$ cat src/adpcm_cfg_pkg.sv
package adpcm_cfg_pkg;

  // Core clock and the engine clock it stands in for
  localparam int unsigned CLK_HZ     = 40_000_000;
  localparam int unsigned ENGINE_MHZ = 10;

  // Pin synchroniser vector layout
  localparam int unsigned PIN_W      = 17;
  localparam int unsigned P_RST_N    = 0;
  localparam int unsigned P_STRAP    = 1;
  localparam int unsigned P_ADDR     = 2;
  localparam int unsigned P_SCLK     = 8;
  localparam int unsigned P_SDI      = 9;
  localparam int unsigned P_CS_N     = 10;
  localparam int unsigned P_SIDE     = 11;
  localparam int unsigned P_SIDE_W   = 3;
  localparam int unsigned P_BCLK     = 0;
  localparam int unsigned P_FS       = 1;
  localparam int unsigned P_DIN      = 2;

  // Side indices
  localparam int unsigned SIDE_X     = 0;
  localparam int unsigned SIDE_Y     = 1;

  // Control byte field positions
  localparam int unsigned IPD_BIT    = 5;
  localparam int unsigned ALRST_BIT  = 4;
  localparam int unsigned BYP_BIT    = 3;
  localparam int unsigned FMT_BIT    = 2;
  localparam int unsigned CPEX_BIT   = 0;
  localparam logic [7:0]  CTRL_RST   = 8'h20;
  localparam logic [7:0]  TS_RST     = 8'h00;

  // Address/command byte layout
  localparam int unsigned ACB_SIDE   = 6;
  localparam logic [1:0]  BYTE_CTRL  = 2'h1;
  localparam logic [1:0]  BYTE_ITS   = 2'h2;
  localparam logic [1:0]  BYTE_OTS   = 2'h3;
  localparam logic [2:0]  BIT_LAST   = 3'h7;

  // Frame bit counter and transmit FIFO depth
  localparam int unsigned CNT_W      = 10;
  localparam logic [2:0]  LAST_BYTE  = 3'h7;
  localparam logic [2:0]  LAST_NIB   = 3'h3;
  localparam int unsigned FIFO_DEPTH = 8;

  // Per-side configuration
  typedef struct packed {
    logic [7:0] ctrl;
    logic [7:0] in_ts;
    logic [7:0] out_ts;
  } side_cfg_t;

  localparam side_cfg_t CFG_RST = '{ctrl: CTRL_RST, in_ts: TS_RST, out_ts: TS_RST};

endpackage

$ cat src/sample_fifo.sv
`timescale 1ns/10ps
`default_nettype none
module sample_fifo
  import adpcm_cfg_pkg::*;
#(
  parameter int unsigned W     = 8,
  parameter int unsigned DEPTH = FIFO_DEPTH
) (
  input  wire logic         clock_i,
  input  wire logic         sys_rst_i,
  input  wire logic [W-1:0] in_data_i,
  input  wire logic         in_valid_i,
  output logic              in_ready_o,
  output logic [W-1:0]      out_data_o,
  output logic              out_valid_o,
  input  wire logic         out_ready_i
);
  localparam int unsigned AW = $clog2(DEPTH);

  logic [W-1:0] mem_ff [DEPTH];
  logic [AW:0]  wr_ff;
  logic [AW:0]  rd_ff;
  wire          full  = (wr_ff[AW] != rd_ff[AW]) && (wr_ff[AW-1:0] == rd_ff[AW-1:0]);
  wire          empty = (wr_ff == rd_ff);
  wire          push  = in_valid_i && !full;
  wire          pop   = out_ready_i && !empty;

  // Handshake and head word
  assign in_ready_o  = !full;
  assign out_valid_o = !empty;
  assign out_data_o  = mem_ff[rd_ff[AW-1:0]];

  // Storage
  always_ff @(posedge clock_i) begin
    if (push) begin
      mem_ff[wr_ff[AW-1:0]] <= in_data_i;
    end
  end

  // Pointers
  always_ff @(posedge clock_i) begin
    if (sys_rst_i) begin
      wr_ff <= '0;
      rd_ff <= '0;
    end else begin
      wr_ff <= wr_ff + (AW+1)'(push);
      rd_ff <= rd_ff + (AW+1)'(pop);
    end
  end

endmodule
`default_nettype wire

$ cat src/adpcm_config_and_pin_mode.sv
// Functional notes
// - Low pulse on reset pin loads reset values into all configuration registers and restarts both algorithms.
// - Reset clears control bits except idle, which is set on both sides.
// - Strap low disables serial port, clears registers, settings come from pins.
// - Hardware mode fixes all input and output timeslots at zero.
// - Hardware mode: address bit 0 codes X, bit 3 codes Y; 1 compresses.
// - Hardware mode: address bit 2 formats X, bit 5 Y; 1 is mu-law.
// - Hardware mode: serial data idles Y, chip select idles X; 1 idles.
// - PCM input sampled on bit clock falling edge, only in input slot.
// - PCM output changes on bit clock rising edge, only in output slot.
// - Engine clock may be asynchronous to serial and PCM clocks.
// - Configuration bits captured on serial clock rising edge.
// - Write accepted only when command address equals strapped address pins.
// - After match, three bytes: control, input slot, output slot; bit 6 picks X.
// - Both sides idle puts device into standby.
// - Slot width is 8 bits when compressing, 4 when expanding.
`timescale 1ns/10ps
`default_nettype none
module adpcm_config_and_pin_mode
  import adpcm_cfg_pkg::*;
#(
  parameter int unsigned DEPTH = FIFO_DEPTH
) (
  input  wire logic       clock_i,
  input  wire logic       sys_rst_i,
  input  wire logic       rst_pin_n_i,
  input  wire logic       port_select_strap_i,
  input  wire logic [5:0] dev_addr_i,
  input  wire logic       cfg_port_clock_i,
  input  wire logic       cfg_port_data_i,
  input  wire logic       cfg_port_sel_n_i,
  input  wire logic       side_x_bit_clock_i,
  input  wire logic       side_x_frame_sync_i,
  input  wire logic       side_x_data_in_i,
  output logic            side_x_data_out_o,
  output logic            side_x_data_out_en_o,
  input  wire logic       side_y_bit_clock_i,
  input  wire logic       side_y_frame_sync_i,
  input  wire logic       side_y_data_in_i,
  output logic            side_y_data_out_o,
  output logic            side_y_data_out_en_o,
  input  wire logic [7:0] side_x_tx_data_i,
  input  wire logic       side_x_tx_valid_i,
  output logic            side_x_tx_ready_o,
  input  wire logic [7:0] side_y_tx_data_i,
  input  wire logic       side_y_tx_valid_i,
  output logic            side_y_tx_ready_o,
  output logic [7:0]      side_x_rx_data_o,
  output logic            side_x_rx_valid_o,
  output logic [7:0]      side_y_rx_data_o,
  output logic            side_y_rx_valid_o,
  output side_cfg_t       side_x_cfg_o,
  output side_cfg_t       side_y_cfg_o,
  output logic [1:0]      alg_reset_o,
  output logic            standby_o,
  output logic            hw_mode_o
);

  //////////////////////////////////////////////////////////////////////////////
  // Pin synchronisers
  wire  [PIN_W-1:0] pins_raw = {side_y_data_in_i, side_y_frame_sync_i, side_y_bit_clock_i,
                                side_x_data_in_i, side_x_frame_sync_i, side_x_bit_clock_i,
                                cfg_port_sel_n_i, cfg_port_data_i, cfg_port_clock_i,
                                dev_addr_i, port_select_strap_i, rst_pin_n_i};
  logic [PIN_W-1:0] sync1_ff;
  logic [PIN_W-1:0] sync2_ff;
  logic [PIN_W-1:0] sync3_ff;

  // Two stages before use, third stage only for edge finding
  always_ff @(posedge clock_i) begin
    if (sys_rst_i) begin
      sync1_ff <= '0;
      sync2_ff <= '0;
      sync3_ff <= '0;
    end else begin
      sync1_ff <= pins_raw;
      sync2_ff <= sync1_ff;
      sync3_ff <= sync2_ff;
    end
  end

  // Decoded synchronised pins
  wire       dev_rst  = sys_rst_i || !sync2_ff[P_RST_N];
  wire       strap_s  = sync2_ff[P_STRAP];
  wire [5:0] addr_s   = sync2_ff[P_ADDR +: 6];
  wire       sdi_s    = sync2_ff[P_SDI];
  wire       cs_n_s   = sync2_ff[P_CS_N];
  wire       sclk_up  = sync2_ff[P_SCLK] && !sync3_ff[P_SCLK];
  wire       hw_mode  = !strap_s;

  //////////////////////////////////////////////////////////////////////////////
  // Serial configuration port
  logic [7:0] sp_sh_ff;
  logic [2:0] sp_bit_ff;
  logic [1:0] sp_byte_ff;
  logic       sp_hit_ff;
  logic       sp_side_ff;
  wire        sp_active = strap_s && !cs_n_s;
  wire        sp_take   = sp_active && sclk_up;
  wire  [7:0] nxt_sh    = {sp_sh_ff[6:0], sdi_s};
  wire        byte_done = sp_take && (sp_bit_ff == BIT_LAST);
  wire        acb_done  = byte_done && (sp_byte_ff == 2'h0);
  wire        addr_hit  = (nxt_sh[5:0] == addr_s);
  wire        data_wr   = byte_done && sp_hit_ff && (sp_byte_ff != 2'h0);

  // Bit and byte counting within one chip-select frame
  always_ff @(posedge clock_i) begin
    if (dev_rst || !sp_active) begin
      sp_sh_ff   <= 8'h00;
      sp_bit_ff  <= 3'h0;
      sp_byte_ff <= 2'h0;
      sp_hit_ff  <= 1'b0;
      sp_side_ff <= 1'b0;
    end else if (sp_take) begin
      sp_sh_ff  <= nxt_sh;
      sp_bit_ff <= sp_bit_ff + 3'h1;
      if (byte_done) begin
        sp_byte_ff <= (sp_byte_ff == BYTE_OTS) ? BYTE_OTS : sp_byte_ff + 2'h1;
        sp_hit_ff  <= acb_done ? addr_hit : (sp_hit_ff && sp_byte_ff != BYTE_OTS);
        sp_side_ff <= acb_done ? nxt_sh[ACB_SIDE] : sp_side_ff;
      end
    end
  end

  //////////////////////////////////////////////////////////////////////////////
  // Configuration registers, one per side
  side_cfg_t  cfg_ff [2];
  wire  [1:0] hw_cpex = {addr_s[3], addr_s[0]};
  wire  [1:0] hw_fmt  = {addr_s[5], addr_s[2]};
  wire  [1:0] hw_ipd  = {sdi_s, cs_n_s};
  logic [1:0] alg_rst_ff;
  logic [1:0] rx_valid_ff;
  logic [7:0] rx_data_ff [2];
  logic [1:0] out_ff;
  logic [1:0] oe_ff;
  wire  [1:0] fifo_ready;
  wire  [1:0] fifo_valid;
  wire  [7:0] fifo_data [2];
  wire  [1:0] fifo_pop;
  wire  [7:0] tx_data [2];
  wire  [1:0] tx_valid = {side_y_tx_valid_i, side_x_tx_valid_i};

  assign tx_data[SIDE_X] = side_x_tx_data_i;
  assign tx_data[SIDE_Y] = side_y_tx_data_i;

  for (genvar s = 0; s < 2; s++) begin : g_side
    wire       sel_wr = data_wr && (sp_side_ff == (s == SIDE_X));
    wire       cpex   = cfg_ff[s].ctrl[CPEX_BIT];
    wire       idle_power_down    = cfg_ff[s].ctrl[IPD_BIT];
    wire [7:0] hw_ctrl = {2'b00, hw_ipd[s], 2'b00, hw_fmt[s], 1'b0, hw_cpex[s]};

    // Reset, pin mapping in hardware mode, serial writes otherwise
    always_ff @(posedge clock_i) begin
      if (dev_rst) begin
        cfg_ff[s] <= CFG_RST;
      end else if (hw_mode) begin
        cfg_ff[s] <= '{ctrl: hw_ctrl, in_ts: TS_RST, out_ts: TS_RST};
      end else if (sel_wr && sp_byte_ff == BYTE_CTRL) begin
        cfg_ff[s].ctrl <= nxt_sh;
      end else if (sel_wr && sp_byte_ff == BYTE_ITS) begin
        cfg_ff[s].in_ts <= nxt_sh;
      end else if (sel_wr && sp_byte_ff == BYTE_OTS) begin
        cfg_ff[s].out_ts <= nxt_sh;
      end else begin
        cfg_ff[s].ctrl[ALRST_BIT] <= 1'b0;                  // Self-clearing
      end
    end

    // Algorithm restart request for the engine
    always_ff @(posedge clock_i) begin
      alg_rst_ff[s] <= dev_rst || cfg_ff[s].ctrl[ALRST_BIT];
    end

    ////////////////////////////////////////////////////////////////////////////
    // PCM side framing
    wire             bclk_q  = sync2_ff[P_SIDE + s*P_SIDE_W + P_BCLK];
    wire             bclk_qq = sync3_ff[P_SIDE + s*P_SIDE_W + P_BCLK];
    wire             fs_s    = sync2_ff[P_SIDE + s*P_SIDE_W + P_FS];
    wire             din_s   = sync2_ff[P_SIDE + s*P_SIDE_W + P_DIN];
    wire             rise    = bclk_q && !bclk_qq;
    wire             fall    = !bclk_q && bclk_qq;
    logic [CNT_W-1:0] cnt_ff;
    logic [7:0]      rx_sh_ff;
    logic [7:0]      tx_sh_ff;
    wire [CNT_W-1:0] nxt_cnt = fs_s ? '0 : ((&cnt_ff) ? cnt_ff : cnt_ff + 1'b1);

    // Slot decode, 8-bit or 4-bit slots
    wire [7:0] slot_c = cpex ? {1'b0, cnt_ff[9:3]} : cnt_ff[9:2];
    wire [2:0] pos_c  = cpex ? cnt_ff[2:0] : {1'b0, cnt_ff[1:0]};
    wire [7:0] slot_n = cpex ? {1'b0, nxt_cnt[9:3]} : nxt_cnt[9:2];
    wire [2:0] pos_n  = cpex ? nxt_cnt[2:0] : {1'b0, nxt_cnt[1:0]};
    wire       last_c = (pos_c == (cpex ? LAST_BYTE : LAST_NIB));
    wire       in_win = fall && !idle_power_down && (slot_c == cfg_ff[s].in_ts);
    wire       o_win  = !idle_power_down && (slot_n == cfg_ff[s].out_ts);
    wire       first  = (pos_n == 3'h0);
    wire [7:0] ld     = fifo_valid[s] ? fifo_data[s] : 8'h00;
    wire [7:0] new_sh = first ? ld : {tx_sh_ff[6:0], 1'b0};
    wire [7:0] rx_w   = {rx_sh_ff[6:0], din_s};

    assign fifo_pop[s] = rise && o_win && first;

    // Bit counter restarts at the frame sync seen on a rising edge
    always_ff @(posedge clock_i) begin
      if (dev_rst) begin
        cnt_ff <= '1;
      end else if (rise) begin
        cnt_ff <= nxt_cnt;
      end
    end

    // Receive shift and word hand-off
    always_ff @(posedge clock_i) begin
      if (dev_rst) begin
        rx_sh_ff       <= 8'h00;
        rx_data_ff[s]  <= 8'h00;
        rx_valid_ff[s] <= 1'b0;
      end else begin
        rx_valid_ff[s] <= in_win && last_c;
        if (in_win) begin
          rx_sh_ff <= rx_w;
        end
        if (in_win && last_c) begin
          rx_data_ff[s] <= cpex ? rx_w : {4'h0, rx_w[3:0]};
        end
      end
    end

    // Transmit shift, driven only inside the output slot
    always_ff @(posedge clock_i) begin
      if (dev_rst) begin
        tx_sh_ff  <= 8'h00;
        out_ff[s] <= 1'b0;
        oe_ff[s]  <= 1'b0;
      end else if (rise) begin
        oe_ff[s] <= o_win;
        if (o_win) begin
          tx_sh_ff  <= new_sh;
          out_ff[s] <= cpex ? new_sh[7] : new_sh[3];
        end
      end
    end

    sample_fifo #(
      .W     (8),
      .DEPTH (DEPTH)
    ) u_fifo (
      .clock_i     (clock_i),
      .sys_rst_i   (dev_rst),
      .in_data_i   (tx_data[s]),
      .in_valid_i  (tx_valid[s]),
      .in_ready_o  (fifo_ready[s]),
      .out_data_o  (fifo_data[s]),
      .out_valid_o (fifo_valid[s]),
      .out_ready_i (fifo_pop[s])
    );
  end

  //////////////////////////////////////////////////////////////////////////////
  // Outputs
  assign side_x_data_out_o    = out_ff[SIDE_X];
  assign side_y_data_out_o    = out_ff[SIDE_Y];
  assign side_x_data_out_en_o = oe_ff[SIDE_X] && !cfg_ff[SIDE_X].ctrl[IPD_BIT];
  assign side_y_data_out_en_o = oe_ff[SIDE_Y] && !cfg_ff[SIDE_Y].ctrl[IPD_BIT];
  assign side_x_tx_ready_o    = fifo_ready[SIDE_X];
  assign side_y_tx_ready_o    = fifo_ready[SIDE_Y];
  assign side_x_rx_data_o     = rx_data_ff[SIDE_X];
  assign side_y_rx_data_o     = rx_data_ff[SIDE_Y];
  assign side_x_rx_valid_o    = rx_valid_ff[SIDE_X];
  assign side_y_rx_valid_o    = rx_valid_ff[SIDE_Y];
  assign side_x_cfg_o         = cfg_ff[SIDE_X];
  assign side_y_cfg_o         = cfg_ff[SIDE_Y];
  assign alg_reset_o          = alg_rst_ff;
  assign hw_mode_o            = hw_mode;
  // Low-power standby when both sides idle
  assign standby_o = cfg_ff[SIDE_X].ctrl[IPD_BIT] && cfg_ff[SIDE_Y].ctrl[IPD_BIT];
endmodule
`default_nettype wire

$ cat config.mk
export PLATFORM = sky130hd
export DESIGN_NAME = adpcm_config_and_pin_mode
export DESIGN_NICKNAME = d
export VERILOG_FILES = /design/src/adpcm_cfg_pkg.sv /design/src/sample_fifo.sv /design/src/adpcm_config_and_pin_mode.sv
export SDC_FILE = /design/constraint.sdc
export NUM_CORES = 1
export LEC_CHECK = 0
export BUFFER_PORTS_ARGS = -buffer_cell sky130_fd_sc_hd__clkbuf_2
export CAP_MARGIN = 20
export CORE_MARGIN = 2
export CORE_UTILIZATION = 32
export DETAILED_ROUTE_END_ITERATION = 10
export GPL_ROUTABILITY_DRIVEN = 0
export PLACE_DENSITY = 0.5
export SYNTH_ARGS = -nofsm -noshare
export SYNTH_HDL_FRONTEND = slang
export SYNTH_SLANG_ARGS = --single-unit
$ cat constraint.sdc
create_clock -name clock_i -period 6.75 [get_ports clock_i]
set_input_delay 1.35 -clock clock_i [delete_from_list [all_inputs] [get_ports clock_i]]
set_output_delay 1.35 -clock clock_i [all_outputs]
set_load 0.01 [all_outputs]
Word-level counts from Yosys, hierarchy flattened
Memory sizes are Yosys's and may differ from the RTL's. A register that Yosys moved wholly into a read port is not among the register bits.
Index checks and enable logic that the tools add are counted.

word-level totals
  register bits after elaboration = 135
  bits in writable memories = 192
  input port bits = 37
  output and inout port bits = 76
  word-level logic and storage cells = 234
  memories kept = 4

memories
  name                     depth  width  read ports  clocked after memory_dff  write ports  RTL line                          source
  g_side[0].u_fifo.mem_ff  8      8      1           1                         1            sample_fifo.sv:20                 logic [W-1:0] mem_ff [DEPTH];
  g_side[1].u_fifo.mem_ff  8      8      1           1                         1            sample_fifo.sv:20
  cfg_ff                   2      24     2           0                         2            adpcm_config_and_pin_mode.sv:127  side_cfg_t cfg_ff [2];
  rx_data_ff               2      8      2           0                         2            adpcm_config_and_pin_mode.sv:133  logic [7:0] rx_data_ff [2];

cells by class
  add/subtract/negate cells = 8
  equality and inequality tests = 18
  muxes and demuxes = 95
  bitwise gates (word level) = 13
  reduce and logical (&&, ||, !) cells = 70

operators by type and width
  cell                   count
  $mux 8                 18
  $mux 1                 62
  $mux 24                2
  $logic_and 1x1->1      41
  $mux 10                4
  $eq 8x8->1             4
  $mux 3                 8
  $add 10x1->10 const B  2
  $reduce_and 10->1      2
  $add 4x1->4            4
  $logic_not 1->1        15
  $eq 3x3->1             4
  $or 1x1->1             12
  $eq 4x4->1             2
  $eq 6x6->1             1
  $logic_not 3->1        2
  $reduce_and 2->1       3
  $eq 2x2->1 const B     2
  $logic_or 1x1->1       4
  $add 3x1->3 const B    1
  $eq 3x3->1 const B     1
  $reduce_and 3->1       1
  $add 2x1->2 const B    1
  $eq 2x1->1 const B     1
  other kinds (6)        7

Depth between registers and ports, before layout
Gate-level depths: netlist of the first run.

  word-level depth = 15
  gate-level depth with buffers = 15
  mapped depth without buffers = 13

Cells and area by module
From an unflattened synthesis of the first run, not the netlist that was laid out.

unflattened totals
  cells, all modules = 1131
  area total of the unflattened synthesis = 14041.0 µm²

by module, submodules not included
  module                     times used  cells each  area each (µm²)
  adpcm_config_and_pin_mode  1           849         8180.3
  sample_fifo                2           141         2930.3

Worst setup path after synthesis of the first run
Ideal clock, no wire load.

  path kind = input-to-reg
  start point = input sys_rst_i
  end point = memory cfg_ff[1][10] (netlist bit) (enable)
  library setup time = 384 ps
  arrival = 3012 ps
  required time = 6366 ps
  slack = 3354 ps
  stages on the path = 6
  path buffers = 1
  path through = nand2b_1 nor2_1 nand3_1 or3_1 clkbuf_1 o21ai_0

RTL lines
  item             RTL line                          source
  start, declared  adpcm_config_and_pin_mode.sv:25   input wire logic sys_rst_i,
  end, declared    adpcm_config_and_pin_mode.sv:127

Final worst setup path of the first run
  start point = register g_side[0].cnt_ff[0]
  end point = register g_side[0].u_fifo.rd_ff[2]

between the ends
  word-level cells in the longest chain between the ends = 10

RTL lines
  item                                                       RTL line                          source
  start, declared                                            adpcm_config_and_pin_mode.sv:182  logic [CNT_W-1:0] cnt_ff;
  start signal, assigned                                     adpcm_config_and_pin_mode.sv:207  cnt_ff <= nxt_cnt;
  $add 10x1->10 / $reduce_and 10->1 (equally long branches)  adpcm_config_and_pin_mode.sv:185  wire [CNT_W-1:0] nxt_cnt = fs_s ? '0 : ((&cnt_ff) ? cnt_ff : cnt_ff + 1'b1);
  $mux 10 (*) (2 in series)                                  adpcm_config_and_pin_mode.sv:185
  $mux 8                                                     adpcm_config_and_pin_mode.sv:190  wire [7:0] slot_n = cpex ? {1'b0, nxt_cnt[9:3]} : nxt_cnt[9:2];
  $eq 8x8->1                                                 adpcm_config_and_pin_mode.sv:194  wire o_win = !idle_power_down && (slot_n == cfg_ff[s].out_ts);
  $logic_and 1x1->1                                          adpcm_config_and_pin_mode.sv:194
  $logic_and 1x1->1                                          adpcm_config_and_pin_mode.sv:200  assign fifo_pop[s] = rise && o_win && first;
  $logic_and 1x1->1 (*)                                      adpcm_config_and_pin_mode.sv:200
  $logic_and 1x1->1 (*)                                      sample_fifo.sv:26                 wire pop = out_ready_i && !empty;
  $add 4x1->4 (*)                                            sample_fifo.sv:47                 rd_ff <= rd_ff + (AW+1)'(pop);
  end signal, assigned                                       sample_fifo.sv:47
  end, declared                                              sample_fifo.sv:22                 logic [AW:0] rd_ff;

Mark *: on every way between the ends. The rest lies on a longest branch, timed or not.
A chain may end at the register's enable or synchronous reset.

==> results of run 1 <==
==> layer usage <==
metal | vias to the layer above | wire (um) | track usage
li1 | 4309 | - | -
met2 | 208 | 14900 | 0.232
met1 | 4357 | 15800 | 0.212
met4 | 0 | 763 | 0.0454
met5 | - | 0 | 0
met3 | 49 | 1580 | 0.0294
==> metrics by stage <==
| stage | cell area, um2 | total power [uW] | utilization | std cells | setup slack (ps) |
|---|---|---|---|---|---|
| after floorplan | 13800 | 2170 | - | 1129 | 3350 |
| after global placement | 14800 | 2220 | 0.346 | 1757 | 2550 |
| after detailed placement | 14800 | 2220 | 0.346 | 1757 | 2470 |
| after CTS | 16000 | 4180 | 0.373 | 1822 | 3030 |
| after global routing | 16000 | 4270 | 0.374 | 1826 | 2610 |
| final | 16000 | 4120 | 0.374 | 1826 | 3010 |
==> sequential cells by signal, summed over array words and instances, names as in the netlist, 7 cells and up <==
signal                cells
cfg_ff                   48
g_side.cnt_ff            20
g_side.rx_sh_ff          14
g_side.tx_sh_ff          14
g_side.u_fifo.mem_ff    128
g_side.u_fifo.rd_ff       8
g_side.u_fifo.wr_ff       8
rx_data_ff               16
sp_sh_ff                  7
sync1_ff                 17
sync2_ff                 17
==> power by group through the flow <==
| stage | clock (uW) | combinational, uW | sequential [uW] |
|---|---|---|---|
| 2_1_floorplan | 0 | 64.0 | 2100 |
| 3_3_place_gp | 0 | 108 | 2110 |
| 3_5_place_dp | 0 | 109 | 2110 |
| 4_1_cts | 2000 | 109 | 2070 |
| 5_1_grt | 2070 | 120 | 2070 |
| 6_report | 1940 | 107 | 2070 |
==> cell families (layout without fill, tap and decap cells) <==
kind of cell	after synthesis	in the layout
and+or+nand+nor	404	404
DFF	315	315
AOI/OAI and AO/OA	166	166
buffers and inverters	93	205
muxes	84	84
xor gates and xnor gates	55	55
adders and majority gates	12	12
==> worst register-to-register path: cells and delay by family (launching register included) <==
kind                     cells  cell delay, ps
AND/OR/NAND/NOR              6            1620
AO/OA/AOI/OAI                2             450
buffers and inverters        1              90
flip-flops                   1             430
XOR/XNOR                     1             120
adder cells (fa/ha/maj)      3             900
==> cell type report <==
type	instances	area (um2)
clock buffer	50	1000
clock inverter	15	156
fill	4143	26900
inverter	16	60.1
multi-input combinational	721	5200
sequential	315	8230
tap	585	732
timing repair buffer	124	643
==> final timing paths <==
check,startpoint,end,slack (ps),cells after the start
max,g_side[0].cnt_ff[0],g_side[0].u_fifo.rd_ff[2],3010,13
min,sync1_ff[11],sync2_ff[11],430,1
max reg2reg,g_side[0].cnt_ff[0],g_side[0].u_fifo.rd_ff[2],3010,13
min reg2reg,sync1_ff[11],sync2_ff[11],430,1
==> layout by cell type (no fill, tap or decap), types with 6 or more instances in the layout <==
| cell type | synthesis | routed |
|---|---|---|
| edfxtp_1 | 192 | 192 |
| dfxtp_1 | 123 | 123 |
| clkbuf_2 | 0 | 112 |
| nor2_1 | 89 | 89 |
| nand2_1 | 76 | 76 |
| and2_1 | 69 | 69 |
| mux2i_1 | 46 | 46 |
| nor2b_1 | 46 | 45 |
| a21oi_1 | 38 | 38 |
| clkbuf_16 | 0 | 37 |
| xnor2_1 | 34 | 34 |
| mux4_2 | 32 | 32 |
| o21ai_0 | 29 | 29 |
| nor3_1 | 25 | 21 |
| xor2_1 | 21 | 21 |
| nand4_1 | 16 | 16 |
| nand3_1 | 16 | 16 |
| nand2b_1 | 17 | 16 |
| a211oi_1 | 15 | 15 |
| inv_1 | 15 | 15 |
| a31oi_1 | 12 | 12 |
| ha_1 | 12 | 12 |
| clkbuf_1 | 41 | 10 |
| buf_4 | 10 | 8 |
| or3_1 | 7 | 7 |
| a21o_1 | 7 | 7 |
| and3_1 | 7 | 7 |
| o31ai_1 | 7 | 7 |
| nor4_1 | 6 | 6 |
| mux2_2 | 6 | 6 |
| or2_2 | 6 | 6 |
==> out/qor.yml, run 1 <==
timing:
  setup_viol: 0
  slew_headroom: 0.261
  tns_ps: 0
  fin_crit_sh: 0.555
  tightest_slew_ps: 1100
  timing.fmax_ghz: 0.267
  drv_slew: 0
  period_needed_ps: 3740
  rsz0062_at_grt: "false"
  skew_ps: 16.4
  whs_ps: 431
  hold_viol_final: 0
route:
  drt-pass1-iter-count: 5
  wl_mm: 33.0
  wire_per_inst_um: 18.1
  drtAntennaViolNets: 0
  first_iter_violations: 592
  drc_errors: 0
  drt-vias-per-instance: 4.89
  vias: 8923
synth:
  synth_top_area_cell: "edfxtp_1"
  synth_most_common_cell: "edfxtp_1"
  synth_ff_type: "edfxtp_1"
  synth_xor_xnor_area_share: 0.0348
  synth.avg_cell_area_um2: 12.2
  muxShareOfSynthArea: 0.0903
  synth_area_leaders: "edfxtp_1, dfxtp_1, mux4_2, mux2i_1, and2_1"
  synth_common_cells: "edfxtp_1, dfxtp_1, nor2_1"
  syn_nets: 1178
  yosys.area_share.simple: 0.155
  ys_types: 81
  synth_top_family_by_area: "simple AND/OR/NAND/NOR gates"
  ys.warnings.count: 0
  synth_cells: 1129
  synth_top_area_frac: 0.417
  synth_compound_area_frac: 0.0831
  synth-edff-count: 192
  ys_seq_area_frac: 0.595
  synthArstFlopShare: 0
  synthesis.area_mm2: 0.0138
  synthAdderAreaFrac: 0.0109
  synth-seq-cells: 315
critical_path:
  worst_setup_path_start_kind: "flip-flop"
  crit_top_cell: "ha_1"
  worstPathArrival_ps: 4140
  crit_family: "simple AND/OR/NAND/NOR gates"
  path_max_fanout: 17
  cp_num_buf_inv: 1
  worstSetupPathType: "flip-flop to flip-flop"
  crit_chain: "ha_1, nand4_1, a21oi_1, nor3_1, or4b_1, o211ai_1, and4b_1, inv_2, nor2_1, ha_1, ha_1, xnor2_1, nor2_1"
  end_kind: "flip-flop"
  crit_slowest_cell: "and4b_1"
  slowest_delay_ps: 650
  crit_required_ps: 7150
place:
  hpwl_mm: 22.0
  portBuffers: 112
hold_path:
  hp-class: "flip-flop to flip-flop"
clock_tree:
  post_cts_buffers: 0
  cts_buffers: 37
  cts_tree: "yes"
  insertion_delay_ps: 540
  hold_buffers: 0
  cts-resized-gates: 0
  htree_num_levels: 2
  cts-root-buf: "clkbuf_16"
  clock_sinks: 315
  cts_buffer_depth: 3
  cts.clk_slew.worst_paths_ps: 60
global_routing:
  grt_pass1_wl_mm: 51.5
  grt_pass1_vias: 8762
  overflow: 0
  grt_max_degree: 49
  grt_antenna_before_repair: 1
  grtUsageTotal: 0.150
layout:
  area_delta_synth_final_pct: 15.9
  drive_gt1_frac: 0.197
  final_nets: 1264
  antenna_cells: 0
die:
  core_area_mm2: 0.0429
  io-pin-count: 113
  dieWidth_um: 212
  rows: 76
  initial_core_util: 0.322
  die_area_mm2: 0.0449
  die_h_um: 212
power:
  clockPowerShare: 0.471
  p_seq_frac: 0.503
  peakVddDrop_mv: 0.139
  combPwrFrac: 0.026
  p_int_uw: 3250
  swShare: 0.209
  netSwitchingPower_uw: 861
  p_per_area_mw_per_mm2: 257
  p_leak_uw: 0.00582
outcome:
  outcome: "complete, no violations"
flow_run:
  drv_cap: 0
No activity file was read; power rests on OpenSTA's default activity.
==> run 2, diff against run 1 <==
clock period = 3.6 ns   (was 6.75 ns; I/O delays follow)
==> run 2 against run 1 <==
Compared with the run above: fmax increased by 14%; die area unchanged; flip-flop and latch count unchanged; register-to-register slack got worse by 2700 ps; global-route usage increased by 0.34 points; cell count increased by 2.4%; routed wire length increased by 2.2%; sequential share of layout area decreased by 1.3 points; first-iteration DRC count increased by 23%; largest cell class unchanged; largest power group is now the clock network.
==> out/qor.yml, run 2 (same netlist as run 1, synthesis figures left out) <==
die:
  rows: 76
  die_area_mm2: 0.0449
  core_area_mm2: 0.0429
  dieWidth_um: 212
  io-pin-count: 113
  initial_core_util: 0.322
  die_h_um: 212
global_routing:
  gr-usage-met1: 0.217
  grt_util_met3: 0.0312
  grt_pass1_vias: 8893
  grtUsageMet2: 0.240
  overflow: 0
  grt_max_degree: 49
  grt_antenna_before_repair: 1
  grtUsageTotal: 0.153
  busiest_layer: "met2"
  grt_pass1_wl_mm: 52.7
hold_path:
  hp-class: "input pin to flip-flop"
  min-delay-start: "side_y_frame_sync_i"
critical_path:
  crit_family: "simple AND/OR/NAND/NOR gates"
  crit_slowest_cell: "dfxtp_1"
  worstPathArrival_ps: 3690
  slowest_delay_ps: 460
  path_max_fanout: 10
  crit_chain: "ha_1, buf_4, nand3_1, nor4_4, or2_2, xnor2_1, o31ai_1, o21ai_2, or3_4, nor2_1, ha_1, ha_1, xnor2_1, nor2_1"
  crit_required_ps: 4010
  end_kind: "flip-flop"
  crit_top_cell: "ha_1"
  worst_setup_path_start_kind: "flip-flop"
  worstSetupStartpoint: "g_side[1].cnt_ff[1]"
  r2r-start: "g_side[1].cnt_ff[1]"
  cp_num_buf_inv: 1
  worstSetupPathType: "flip-flop to flip-flop"
timing:
  skew_ps: 14.3
  drv_slew: 0
  slew_headroom: 0.442
  fin_crit_sh: 0.912
  hold_viol_final: 0
  tightest_slew_ps: 831
  period_needed_ps: 3280
  rsz0062_at_grt: "false"
  timing.fmax_ghz: 0.305
  tns_ps: 0
  whs_ps: 380
  setup_viol: 0
clock_tree:
  cts-root-buf: "clkbuf_16"
  cts.clk_slew.worst_paths_ps: 60
  cts_buffers: 38
  cts_tree: "yes"
  insertion_delay_ps: 550
  hold_buffers: 0
  clock_sinks: 315
  cts_buffer_depth: 3
  htree_num_levels: 2
layout:
  largest_reg_flops: 128
  drive_gt1_frac: 0.225
  layout_commonest_cell: "edfxtp_1"
  layout_common_cells: "edfxtp_1, dfxtp_1, clkbuf_2, nor2_1, nand2_1"
  antenna_cells: 0
  area_delta_synth_final_pct: 18.9
  final_nets: 1304
route:
  wire_per_inst_um: 18.1
  vias: 9016
  drt-vias-per-instance: 4.82
  wl_mm: 33.8
  drc_errors: 0
  drtAntennaViolNets: 0
  first_iter_violations: 727
  drt-pass1-iter-count: 5
outcome:
  outcome: "complete, no violations"
place:
  portBuffers: 112
  hpwl_mm: 22.8
power:
  p_leak_uw: 0.00607
  fin_total_pwr_uw: 8030
  peakVddDrop_mv: 0.250
  p_per_area_mw_per_mm2: 488
flow_run:
  drv_cap: 0
-- run 2: cell types whose count changed in the layout (fill, tap and decap cells not counted), moves of 2 or more --
cell	before	now
nor3_1	21	25
nor3_2	4	0
bufinv_16	3	5
buf_2	3	0
buf_4	8	51
clkbuf_1	10	8
inv_6	1	3
-- run 2: final cells by class --
| type | count | area [um2] |
|---|---|---|
| Tap cell | 585 | 732 |
| Timing Repair Buffer | 163 | 943 |
| Inverter | 16 | 60.1 |
| Sequential cell | 315 | 8230 |
| Multi-Input combinational cell | 721 | 5190 |
| Clock inverter | 20 | 253 |
| Clock buffer | 50 | 1040 |
| Fill cell | 4155 | 26400 |
-- run 2: worst register-to-register path: stages (launching register included) --
cell and delay, ps:
dfxtp_1 460, ha_1 270, buf_4 200, nand3_1 160, nor4_4 360, or2_2 190, xnor2_1 70, o31ai_1 250
o21ai_2 130, or3_4 420, nor2_1 120, ha_1 190, ha_1 160, xnor2_1 110, nor2_1 50
-- run 2: power breakdown --
part           internal (uW)  leakage, uW  switching (uW)
logic                   83.9      0.00251             129
registers               3850      0.00294            23.9
clock network           2400     0.000626            1530
-- run 2: layer usage --
layer,up-vias,part of all wire
met2,191,0.45
met1,4394,0.48
met3,40,0.048
met4,0,0.016
li1,4391,-
met5,-,0
-- run 2: metrics by stage --
stage	util	std cells	setup WS [ps]	cell area [um2]
2_1_floorplan	-	1129	573	13800
3_3_place_gp	0.353	1799	311	15100
3_5_place_dp	0.353	1799	236	15100
4_1_cts	0.383	1869	214	16400
5_1_grt	0.383	1870	4.29	16400
6_report	0.383	1870	318	16400
-- run 2: path summary, 6_finish.rpt --
| kind | cells after the start | slack, ps | end |
|---|---|---|---|
| min reg2reg | 1 | 440 | sync2_ff[14] |
| max reg2reg | 14 | 320 | g_side[1].u_fifo.rd_ff[2] |
| min | 2 | 380 | sync1_ff[15] |
| max | 14 | 320 | g_side[1].u_fifo.rd_ff[2] |
-- run 2: what timing repair did --
action	4_1_cts	5_1_grt
gates resized for setup	0	2
setup endpoints to repair	0	3
endpoints found under the hold margin	0	0
buffers inserted	0	1
